==> src/hdl/sarr_pkg.sv <==
// Constants shared by the serial converter readout block
// Contract
// - Frame select falling low starts a new conversion.
// - Frame select low bounds the transfer; the host holds it low throughout.
// - Serial result output changes only on serial clock falling edges or when frame select falls low.
// - Each frame sends four zeros, then twelve result bits MSB first.
// - Result is sent as plain unsigned binary, untransformed.
// - Approximation steps advance on the host serial clock only.
// - Output undriven while unselected; driven soon after frame select falls.
// - Output released after the final serial clock falling edge.
package sarr_pkg;
	localparam int RES_W = 12;
	localparam int CNT_W = 5;
	localparam int BUF_DEPTH = 2;
	localparam int SYNC_STAGES = 3;
	localparam int PIN_CS = 0;
	localparam int PIN_SCLK = 1;
	localparam logic [1:0] PIN_RST = 2'h3;
	localparam logic [CNT_W-1:0] FRAME_FALLS = 5'h10;
	localparam logic [CNT_W-1:0] FIRST_DATA_FALL = 5'h04;
	localparam logic [CNT_W-1:0] FIRST_DECIDE_RISE = 5'h03;
	localparam logic [CNT_W-1:0] LAST_DECIDE_RISE = 5'h0e;
	localparam logic [CNT_W-1:0] CNT_RST = 5'h00;
	localparam logic [RES_W-1:0] CODE_START = 12'h800;
	localparam logic [RES_W-1:0] CODE_RST = 12'h000;
	localparam int CLK_PERIOD_NS = 10;
	localparam int T_QUIET_NS = 60;
	localparam int QUIET_CYC = (T_QUIET_NS + CLK_PERIOD_NS - 1) / CLK_PERIOD_NS;
	localparam int T_DRIVE_MAX_NS = 20;
	localparam int DRIVE_CYC = (T_DRIVE_MAX_NS / CLK_PERIOD_NS) < 1 ? 1 : T_DRIVE_MAX_NS / CLK_PERIOD_NS;
	localparam int T_RELEASE_MAX_NS = 35;
	localparam int RELEASE_CYC = (T_RELEASE_MAX_NS / CLK_PERIOD_NS) < 1 ? 1 : T_RELEASE_MAX_NS / CLK_PERIOD_NS;
	typedef enum logic [2:0] {
		ST_IDLE = 3'h1,
		ST_CONV = 3'h2,
		ST_DONE = 3'h4
	} sarr_state_t;
endpackage

==> src/hdl/sarr_buf_if.sv <==
// Valid/ready carrier for finished conversion results
`timescale 1ns/1ps
interface sarr_buf_if;
	import sarr_pkg::*;
	logic in_valid;
	logic in_ready;
	logic [RES_W-1:0] in_data;
	logic out_valid;
	logic out_ready;
	logic [RES_W-1:0] out_data;
	modport store (input in_valid, input in_data, input out_ready, output in_ready, output out_valid, output out_data);
	modport user (output in_valid, output in_data, output out_ready, input in_ready, input out_valid, input out_data);
endinterface

==> src/hdl/sarr_buf.sv <==
// Two-entry result buffer with valid and ready on both sides
`timescale 1ns/1ps
module sarr_buf (
	input wire logic i_core_clk,
	input wire logic i_sys_rst,
	sarr_buf_if.store bus
);
	import sarr_pkg::*;
	logic [RES_W-1:0] mem_q [BUF_DEPTH];
	logic [RES_W-1:0] mem_d [BUF_DEPTH];
	logic wr_q, wr_d, rd_q, rd_d;
	logic [1:0] cnt_q, cnt_d;
	logic push, pop;

	assign bus.in_ready = (cnt_q != 2'(BUF_DEPTH));
	assign bus.out_valid = (cnt_q != 2'h0);
	assign bus.out_data = mem_q[rd_q];

	always_comb begin
		push = bus.in_valid && bus.in_ready;
		pop = bus.out_valid && bus.out_ready;
		mem_d = mem_q;
		wr_d = wr_q;
		rd_d = rd_q;
		cnt_d = cnt_q;
		if (push) begin
			mem_d[wr_q] = bus.in_data;
			wr_d = ~wr_q;
		end
		if (pop) begin
			rd_d = ~rd_q;
		end
		if (push && !pop) begin
			cnt_d = cnt_q + 2'h1;
		end else if (pop && !push) begin
			cnt_d = cnt_q - 2'h1;
		end
	end

	always_ff @(posedge i_core_clk) begin
		if (i_sys_rst) begin
			for (int i = 0; i < BUF_DEPTH; i++) begin
				mem_q[i] <= CODE_RST;
			end
			wr_q <= 1'b0;
			rd_q <= 1'b0;
			cnt_q <= 2'h0;
		end else begin
			mem_q <= mem_d;
			wr_q <= wr_d;
			rd_q <= rd_d;
			cnt_q <= cnt_d;
		end
	end
endmodule

==> src/hdl/sarr_readout.sv <==
// Frame control, approximation sequencer and serial result shifter
`timescale 1ns/1ps
module sarr_readout (
	input wire logic i_core_clk,
	input wire logic i_sys_rst,
	input wire logic i_frame_sel_n,
	input wire logic i_serial_clk,
	input wire logic i_cmp_above,
	output logic [sarr_pkg::RES_W-1:0] o_dac_code,
	output logic o_hold,
	output logic o_serial_result_out,
	output logic o_serial_result_oe,
	output logic [sarr_pkg::RES_W-1:0] o_result_data,
	output logic o_result_valid,
	input wire logic i_result_ready
);
	import sarr_pkg::*;

	////////////////////////////////////////////////////////////////////////////
	// Pin synchronisers: a change counts once stages two and three agree
	logic [1:0] sync_q [SYNC_STAGES];
	logic [1:0] sync_d [SYNC_STAGES];
	logic [1:0] pin_q, pin_d;
	logic cs_fall, cs_rise, sclk_fall, sclk_rise;

	always_comb begin
		sync_d[0] = {i_serial_clk, i_frame_sel_n};
		for (int i = 1; i < SYNC_STAGES; i++) begin
			sync_d[i] = sync_q[i-1];
		end
		pin_d = pin_q;
		for (int b = 0; b < 2; b++) begin
			if (sync_q[1][b] == sync_q[2][b]) begin
				pin_d[b] = sync_q[2][b];
			end
		end
		cs_fall = pin_q[PIN_CS] && !pin_d[PIN_CS];
		cs_rise = !pin_q[PIN_CS] && pin_d[PIN_CS];
		sclk_fall = pin_q[PIN_SCLK] && !pin_d[PIN_SCLK];
		sclk_rise = !pin_q[PIN_SCLK] && pin_d[PIN_SCLK];
	end

	always_ff @(posedge i_core_clk) begin
		if (i_sys_rst) begin
			for (int i = 0; i < SYNC_STAGES; i++) begin
				sync_q[i] <= PIN_RST;
			end
			pin_q <= PIN_RST;
		end else begin
			sync_q <= sync_d;
			pin_q <= pin_d;
		end
	end

	////////////////////////////////////////////////////////////////////////////
	// Frame sequencer
	sarr_state_t state_q, state_d;
	logic [CNT_W-1:0] cnt_q, cnt_d;
	logic [RES_W-1:0] code_q, code_d;
	logic sdo_q, sdo_d, oe_q, oe_d;
	logic done;
	logic [3:0] bit_idx;

	always_comb begin
		state_d = state_q;
		cnt_d = cnt_q;
		code_d = code_q;
		sdo_d = sdo_q;
		oe_d = oe_q;
		done = 1'b0;
		bit_idx = 4'(LAST_DECIDE_RISE - cnt_q);
		case (state_q)
			ST_IDLE: begin
				if (cs_fall) begin
					state_d = ST_CONV;
					cnt_d = CNT_RST;
					code_d = CODE_START;
					sdo_d = 1'b0;
					oe_d = 1'b1;
				end
			end
			ST_CONV: begin
				if (cs_rise) begin
					state_d = ST_IDLE;
					oe_d = 1'b0;
				end else if (sclk_fall) begin
					cnt_d = cnt_q + 5'h01;
					if (cnt_q == FRAME_FALLS - 5'h01) begin
						state_d = ST_DONE;
						oe_d = 1'b0;
						sdo_d = 1'b0;
						done = 1'b1;
					end else if (cnt_q >= FIRST_DATA_FALL - 5'h01) begin
						sdo_d = code_q[bit_idx];
					end else begin
						sdo_d = 1'b0;
					end
				end else if (sclk_rise && cnt_q >= FIRST_DECIDE_RISE && cnt_q <= LAST_DECIDE_RISE) begin
					code_d[bit_idx] = i_cmp_above;
					if (bit_idx != 4'h0) begin
						code_d[4'(bit_idx - 4'h1)] = 1'b1;
					end
				end
			end
			ST_DONE: begin
				if (cs_rise) begin
					state_d = ST_IDLE;
				end
			end
			default: begin
				state_d = ST_IDLE;
				oe_d = 1'b0;
			end
		endcase
	end

	always_ff @(posedge i_core_clk) begin
		if (i_sys_rst) begin
			state_q <= ST_IDLE;
			cnt_q <= CNT_RST;
			code_q <= CODE_RST;
			sdo_q <= 1'b0;
			oe_q <= 1'b0;
		end else begin
			state_q <= state_d;
			cnt_q <= cnt_d;
			code_q <= code_d;
			sdo_q <= sdo_d;
			oe_q <= oe_d;
		end
	end

	assign o_dac_code = code_q;
	assign o_hold = (state_q == ST_CONV);
	assign o_serial_result_out = sdo_q;
	assign o_serial_result_oe = oe_q;

	////////////////////////////////////////////////////////////////////////////
	// Finished results wait here until the buffer has room
	// A new result while the buffer is still full replaces the one waiting here
	// The host cannot be stalled, so the newest conversion is kept over the earlier one waiting here
	logic pend_valid_q, pend_valid_d;
	logic [RES_W-1:0] pend_data_q, pend_data_d;
	sarr_buf_if rbuf ();

	always_comb begin
		pend_valid_d = pend_valid_q;
		pend_data_d = pend_data_q;
		if (done) begin
			pend_valid_d = 1'b1;
			pend_data_d = code_q;
		end else if (rbuf.in_ready) begin
			pend_valid_d = 1'b0;
		end
	end

	always_ff @(posedge i_core_clk) begin
		if (i_sys_rst) begin
			pend_valid_q <= 1'b0;
			pend_data_q <= CODE_RST;
		end else begin
			pend_valid_q <= pend_valid_d;
			pend_data_q <= pend_data_d;
		end
	end

	assign rbuf.in_valid = pend_valid_q;
	assign rbuf.in_data = pend_data_q;
	assign rbuf.out_ready = i_result_ready;
	assign o_result_valid = rbuf.out_valid;
	assign o_result_data = rbuf.out_data;

	sarr_buf u_buf (
		.i_core_clk(i_core_clk),
		.i_sys_rst(i_sys_rst),
		.bus(rbuf.store)
	);

	////////////////////////////////////////////////////////////////////////////
	// Checks
	localparam int chk_drive_lim = DRIVE_CYC;
	localparam int chk_release_lim = RELEASE_CYC;
	logic [3:0] chk_out_idx;
	assign chk_out_idx = 4'(5'h0f - cnt_q);
endmodule

==> config.mk <==
export PLATFORM = sky130hd
export DESIGN_NAME = sarr_readout
export DESIGN_NICKNAME = d
export VERILOG_FILES = /design/src/hdl/sarr_pkg.sv /design/src/hdl/sarr_buf_if.sv /design/src/hdl/sarr_buf.sv /design/src/hdl/sarr_readout.sv
export SDC_FILE = /design/constraint.sdc
export NUM_CORES = 1
export LEC_CHECK = 0
export ABC_AREA = 1
export BUFFER_PORTS_ARGS = -buffer_cell sky130_fd_sc_hd__buf_4
export CORE_MARGIN = 3
export CORE_UTILIZATION = 50
export DETAILED_ROUTE_END_ITERATION = 7
export GPL_ROUTABILITY_DRIVEN = 0
export GPL_TIMING_DRIVEN = 0
export PLACE_DENSITY = 0.69
export SETUP_SLACK_MARGIN = 0.5
export SLEW_MARGIN = 10
export SYNTH_ARGS = -nofsm -noshare
export SYNTH_HDL_FRONTEND = slang
export SYNTH_SLANG_ARGS = --single-unit
==> constraint.sdc <==
create_clock -name i_core_clk -period 2.3 [get_ports i_core_clk]
set_clock_uncertainty 0.1 [all_clocks]
set_input_delay 0.115 -clock i_core_clk [delete_from_list [all_inputs] [get_ports i_core_clk]]
set_output_delay 0.115 -clock i_core_clk [all_outputs]
set_load 0.05 [all_outputs]
=== Word-level counts from Yosys, hierarchy flattened ===
Index checks and enable logic that the tools add are counted.
Widths: inputs -> output; s select.

* Add/subtract/negate cells: 5
* Order comparisons: 9
* Eq/ne operators: 15
* Multiplexer cells: 50
* Bitwise operators: 6
* Reductions and logical operators: 28

{| class="wikitable"
|+ Operators by type and width
! kind !! count
|-
| $mux 12 || 9
|-
| $bwmux 24 || 1
|-
| $pmux 12 s2 || 1
|-
| $mux 1 || 20
|-
| $mux 3 || 5
|-
| $mux 5 || 3
|-
| $logic_and 1x1->1 || 13
|-
| $bwmux 12 || 1
|-
| $demux 12 s1 || 1
|-
| $or 12x12->12 || 1
|-
| $reduce_and 4->1 || 3
|-
| $lt 4x5->1 const B || 2
|-
| $ne 2x2->1 const B || 5
|-
| $pmux 5 s2 || 1
|-
| $pmux 3 s3 || 1
|-
| $demux 1 s4 || 2
|-
| $ge 4x1->1 const B || 2
|-
| $reduce_bool 2->1 || 4
|-
| $logic_not 1->1 || 6
|-
| $ne 3x1->1 const B || 2
|-
| $add 5x1->5 const B || 1
|-
| $eq 5x4->1 const B || 1
|-
| $ge 5x2->1 const B || 1
|-
| $le 5x4->1 const B || 1
|-
| 19 further kinds || 26
|}

* Register bits: 71
* Input port bits: 6
* Output and inout port bits: 28

=== Depth between registers and ports, before layout ===
* Depth in word-level cells: 12
* Depth in mapped cells: 14

=== Cells and area by module ===
A second synthesis with hierarchy kept.

* Cell total of the unflattened synthesis: 577
* Area, all modules: 3,862.5 µm²

{| class="wikitable"
|+ Modules (own cells, without submodules)
! module !! times used !! cells each !! area an instance (µm²) !! sequential area each (µm²)
|-
| sarr_readout || 1 || 366 || 2,508.7 || 860.8
|-
| sarr_buf || 1 || 211 || 1,353.8 || 560.5
|}

=== Least setup slack after synthesis ===
OpenSTA, ideal clock, no wires.

* Path type: register to register
* Start point: reg cnt_q[0]
* End point: reg code_q[1] (netlist: o_dac_code[1])
* Library setup time: 0.068 ns
* Data arrival time: 1.805 ns
* Path slack: 0.326 ns
* Cell stages (with the launch flop): 15
* Path buffers: 2
* Period minus slack after synthesis: 1.974 ns
* Cells stage by stage: dfxtp_1 buf_6 inv_2 buf_2 ha_1 inv_2 nor2_2 inv_1 nor2_4 nand2_4 nand2_4 nand3_1 nand2_1 nand2_1 a21oi_2

* Cells in the longest elaborated chain, start to end: 12
* Elaborated cells between the ends (all ways): 26
* Classes of those cells: 2 x add/sub; 6 x order compare; 1 x eq/ne; 10 x mux; 1 x bitwise; 6 x reduce/logical

{| class="wikitable"
|+ RTL lines
! item !! RTL line !! RTL
|-
| start, declared || sarr_readout.sv:58 || <nowiki>logic [CNT_W-1:0] cnt_q, cnt_d;</nowiki>
|-
| start signal, assigned || sarr_readout.sv:126 || <nowiki>cnt_q <= cnt_d;</nowiki>
|-
| $sub 4x4->4 || sarr_readout.sv:71 || <nowiki>bit_idx = 4'(LAST_DECIDE_RISE - cnt_q);</nowiki>
|-
| $sub 4x1->4, or another cell as far along || sarr_readout.sv:101 || <nowiki>code_d[4'(bit_idx - 4'h1)] = 1'b1;</nowiki>
|-
| $lt 4x5->1 (implied by the code), or another cell as far along || sarr_readout.sv:101 ||
|-
| $logic_and 1x1->1 (implied by the code) or $mux 1 (tied branches) || sarr_readout.sv:101, sarr_readout.sv:99 ||
|-
| $mux 1 (implied by the code) or $demux 1 s4 (tied branches) || sarr_readout.sv:101, sarr_readout.sv:99 ||
|-
| $demux 1 s4 or $bwmux 12 (tied branches) || sarr_readout.sv:101, sarr_readout.sv:99 ||
|-
| $or 12x12->12 (no source line) || - ||
|-
| $mux 12 || sarr_readout.sv:100 || <nowiki>if (bit_idx != 4'h0) begin</nowiki>
|-
| $mux 12 || sarr_readout.sv:98 || <nowiki>end else if (sclk_rise && cnt_q >= FIRST_DECIDE_RISE && cnt_q <= LAST_DECIDE_RISE) begin</nowiki>
|-
| $mux 12 || sarr_readout.sv:86 || <nowiki>end else if (sclk_fall) begin</nowiki>
|-
| $mux 12 || sarr_readout.sv:83 || <nowiki>if (cs_rise) begin</nowiki>
|-
| $pmux 12 s2 || sarr_readout.sv:72 || <nowiki>case (state_q)</nowiki>
|-
| end signal, assigned || sarr_readout.sv:127 || <nowiki>code_q <= code_d;</nowiki>
|-
| end, declared || sarr_readout.sv:59 || <nowiki>logic [RES_W-1:0] code_q, code_d;</nowiki>
|}

Several ways; a longest one is shown, not always the timed one. The select of a mux whose other input is x is not followed.
A chain may end at the register's enable or synchronous reset.

=== Final worst setup path ===
* Start point: reg cnt_q[0]
* End point: reg code_q[0] (netlist: o_dac_code[0])

Same word-level chain as after synthesis.

==> impl_metrics.tcl <==
set metrics [dict create \
    status "complete, no violations" \
    dp_cells 641 \
    synthCells 512 \
    fin_cells 676 \
    ys_types 35 \
    syn_to_final_growth_pct 25.6 \
    multi_input_area_um2 2070 \
    ant_nets 0 \
    reg2reg_slack_ns 0.42 \
    via_count 3594 \
    syn-num-nets 526 \
    first_pass_iters 7 \
    hold_start "i_cmp_above" \
    async_flop_share_pct 0 \
    finalWirelength_um 10200 \
    p_per_area_nw_per_um2 857 \
    crit_arrival_ns 2.05 \
    grt_overflow 0 \
    critPathLaunch "cnt_q[0]$_SDFFE_PP0P_" \
    holdPathEnd "o_dac_code[8]$_SDFFE_PP0P_" \
    nets 590 \
    synth_edf_count 0 \
    die_area_um2 8490 \
    synthesis.area_um2 3710 \
    reg2reg_to "o_dac_code[0]$_SDFFE_PP0P_" \
    cp-start-kind "flip-flop" \
    setup_viol 0 \
    cts.sinks 71 \
    drive_above_1_share_pct 30.9 \
    rsz0062_at_grt "yes" \
    dpl.hpwl_um 7010 \
    nFillCells 619 \
    cts_made_buffers 9 \
    maxSlewHeadroom_pct 52.4 \
    grt_pass1_vias 3349 \
    worst_slew_pin_slew_ns 0.713 \
    hp-class "input pin to flip-flop" \
    layout.area.seq_um2 1430 \
    antenna_found_initial 0 \
    slowest_delay_ns 0.37 \
    cts_root_buf "clkbuf_8" \
    finalCriticalPeriod_ns 1.88 \
    path_class "flip-flop to flip-flop" \
    start_util_pct 53.1 \
    p_leak_nw 1.94 \
    grt_pass1_wl_um 16300 \
    grt_max_degree 13 \
    die_w_um 92.1 \
    hold_path_depth 5 \
    r2r_cells 14 \
    hold_violations 0 \
    cts_tree "done" \
    reg2reg_from "cnt_q[0]$_SDFFE_PP0P_" \
    htree_num_levels 3 \
    syn_area_per_cell_um2 7.25 \
    maxCapViolCount 0 \
    path_cells "buf_8 > inv_4 > buf_6 > ha_4 > inv_6 > nor2_4 > inv_2 > nor2_4 > nand2_4 > nand2_8 > nand3_2 > nand2_2 > nand2_1 > a21oi_2" \
    clk_pin_slew_ns 0.08 \
    timing.fmax_mhz 532 \
    fin_ws_ns 0.421 \
    synth-seq-cells 71 \
    cp_slowest_cell "dfxtp_4" \
    numPortBuffers 33 \
    drv_slew 0 \
    track_usage_pct 24.1 \
    rows 30 \
    required_ns 2.48 \
    cp_max_fo 6 \
    insertedDiodeCount 0 \
    core_area_um2 6980 \
    total_power_mw 3.99 \
    clk_path_buf_depth 2 \
    hold_ws_ns 0.0968 \
    end_kind "flip-flop" \
    die_height_um 92.1 \
    clk_latency_ns 0.34 \
    place_ws_ns 0.243 \
    drc_errors 0 \
    drtIter0Drc 252 \
    path_common_cell "nor2_4" \
    ir_drop_uv 534 \
    seq_area_frac_synth_pct 38.3 \
    fin_crit_sh_pct 81.7 \
    wl_per_cell_um 15.1 \
    num_io_pins 34 \
    synth_ff_type "dfxtp_1" \
    final.setup.tns_ns 0 \
    viasPerCell 5.32 \
    yosysWarnings 0 \
]
[what timing repair did]
action	CTS	global route
gates resized for setup	18	33
endpoints found under the setup margin	37	39
setup buffers	8	6
pin swaps	21	16
hold endpoints to repair	5	0
cloned	0	2
hold buffers	4	0
[critical path: cells and delay by family, from the launching register on]
kind | cells | cell delay, ns
and+or+nand+nor | 7 | 0.59
DFF | 1 | 0.37
buffers and inverters | 5 | 0.35
adders and majority gates | 1 | 0.28
AOI/OAI and AO/OA | 1 | 0.12
[logic make-up after synthesis]
family                     Yosys count  synth area share (%)
AOI/OAI and AO/OA                  126                  18.8
and+or+nand+nor                    225                  30.3
adders and majority gates            8                  2.70
buffers and inverters               82                  9.92
DFF                                 71                  38.3
[layer usage]
| layer | wire length (um) | up-vias | GRT usage, % |
|---|---|---|---|
| li1 | - | 1781 | - |
| met2 | 4730 | 125 | 39.4 |
| met1 | 4740 | 1676 | 32.7 |
| met5 | 0 | - | 0 |
| met4 | 112 | 0 | 5.45 |
| met3 | 606 | 12 | 5.33 |
[state kept, by name (all words and copies together) (netlist names)]
register             count
cnt_q                    5
o_dac_code              12
o_serial_result_oe       1
o_serial_result_out      1
pend_data_q             12
pend_valid_q             1
pin_q                    2
state_q                  3
sync_d                   4
sync_q                   2
u_buf.cnt_q              2
u_buf.mem_q             24
u_buf.rd_q               1
u_buf.wr_q               1
[through the flow]
step / utilization (%) / area (um2)
finish: 66.7 / 4660
global route: 66.7 / 4660
CTS: 64.2 / 4480
detailed placement: 59.1 / 4120
global placement: 59.1 / 4120
floorplan: - / 3760
[layout by cell type, fill, tap and decap left out, types with 2 or more instances in the layout]
master	count
o21ai_1	22
a21oi_1	37
dfxtp_1	69
clkinv_2	2
inv_2	7
nand2_4	8
inv_1	45
nand4_1	6
ha_1	4
buf_4	46
nor2_2	6
inv_4	2
nor2_4	8
clkinv_4	2
or2_2	7
a21oi_2	17
dlygate4sd3_1	4
clkinv_1	2
nand2_2	17
nand3_4	3
clkbuf_1	5
nand3_1	22
nand3_2	11
clkbuf_8	10
clkbuf_2	2
nand2_1	86
dfxtp_4	2
inv_6	3
buf_6	8
nor2_1	46
buf_8	2
o21ai_0	46
buf_1	2
ha_4	3
buf_2	5
[cell type report]
| cell class | count | share of cell area [%] |
|---|---|---|
| multi-input cells | 359 | 44.5 |
| well taps | 96 | 2.58 |
| repair buffers | 53 | 9.29 |
| inverters | 59 | 5.18 |
| clock buffers | 10 | 2.95 |
| flip-flops and latches | 71 | 30.7 |
| plain buffers | 23 | 3.57 |
| clock inverters | 5 | 1.24 |
[cells in the mapped netlist, drive strengths merged (2+ instances only)]
cell,n,area share (%)
or2,7,1.2
inv,56,5.7
o21ai,69,9.4
ha,8,2.7
dfxtp,71,38
nand3,36,5.9
nand2,112,14
clkinv,3,0.44
clkbuf,7,0.71
buf,16,3.0
nor3,2,0.40
nor2,60,7.6
a21oi,54,8.8
nand4,7,1.3
[where the power goes]
group	switching [mW]	total (mW)	internal, mW
registers	0.0759	1.38	1.30
logic	1.01	1.61	0.604
clock network	0.477	1.00	0.527
[how the worst max path moves through the flow]
stage	endpoint	slack [ns]	cells after the start
6_report	o_dac_code[0]$_SDFFE_PP0P_	0.42	14
5_1_grt	o_dac_code[0]$_SDFFE_PP0P_	0.31	14
4_1_cts	o_dac_code[6]$_SDFFE_PP0P_	0.42	14
3_5_place_dp	o_dac_code[6]$_SDFFE_PP0P_	0.24	14
3_3_place_gp	o_dac_code[6]$_SDFFE_PP0P_	0.27	14
2_1_floorplan	o_result_data[10]	0.47	2
(Power assumes the default switching activity.)
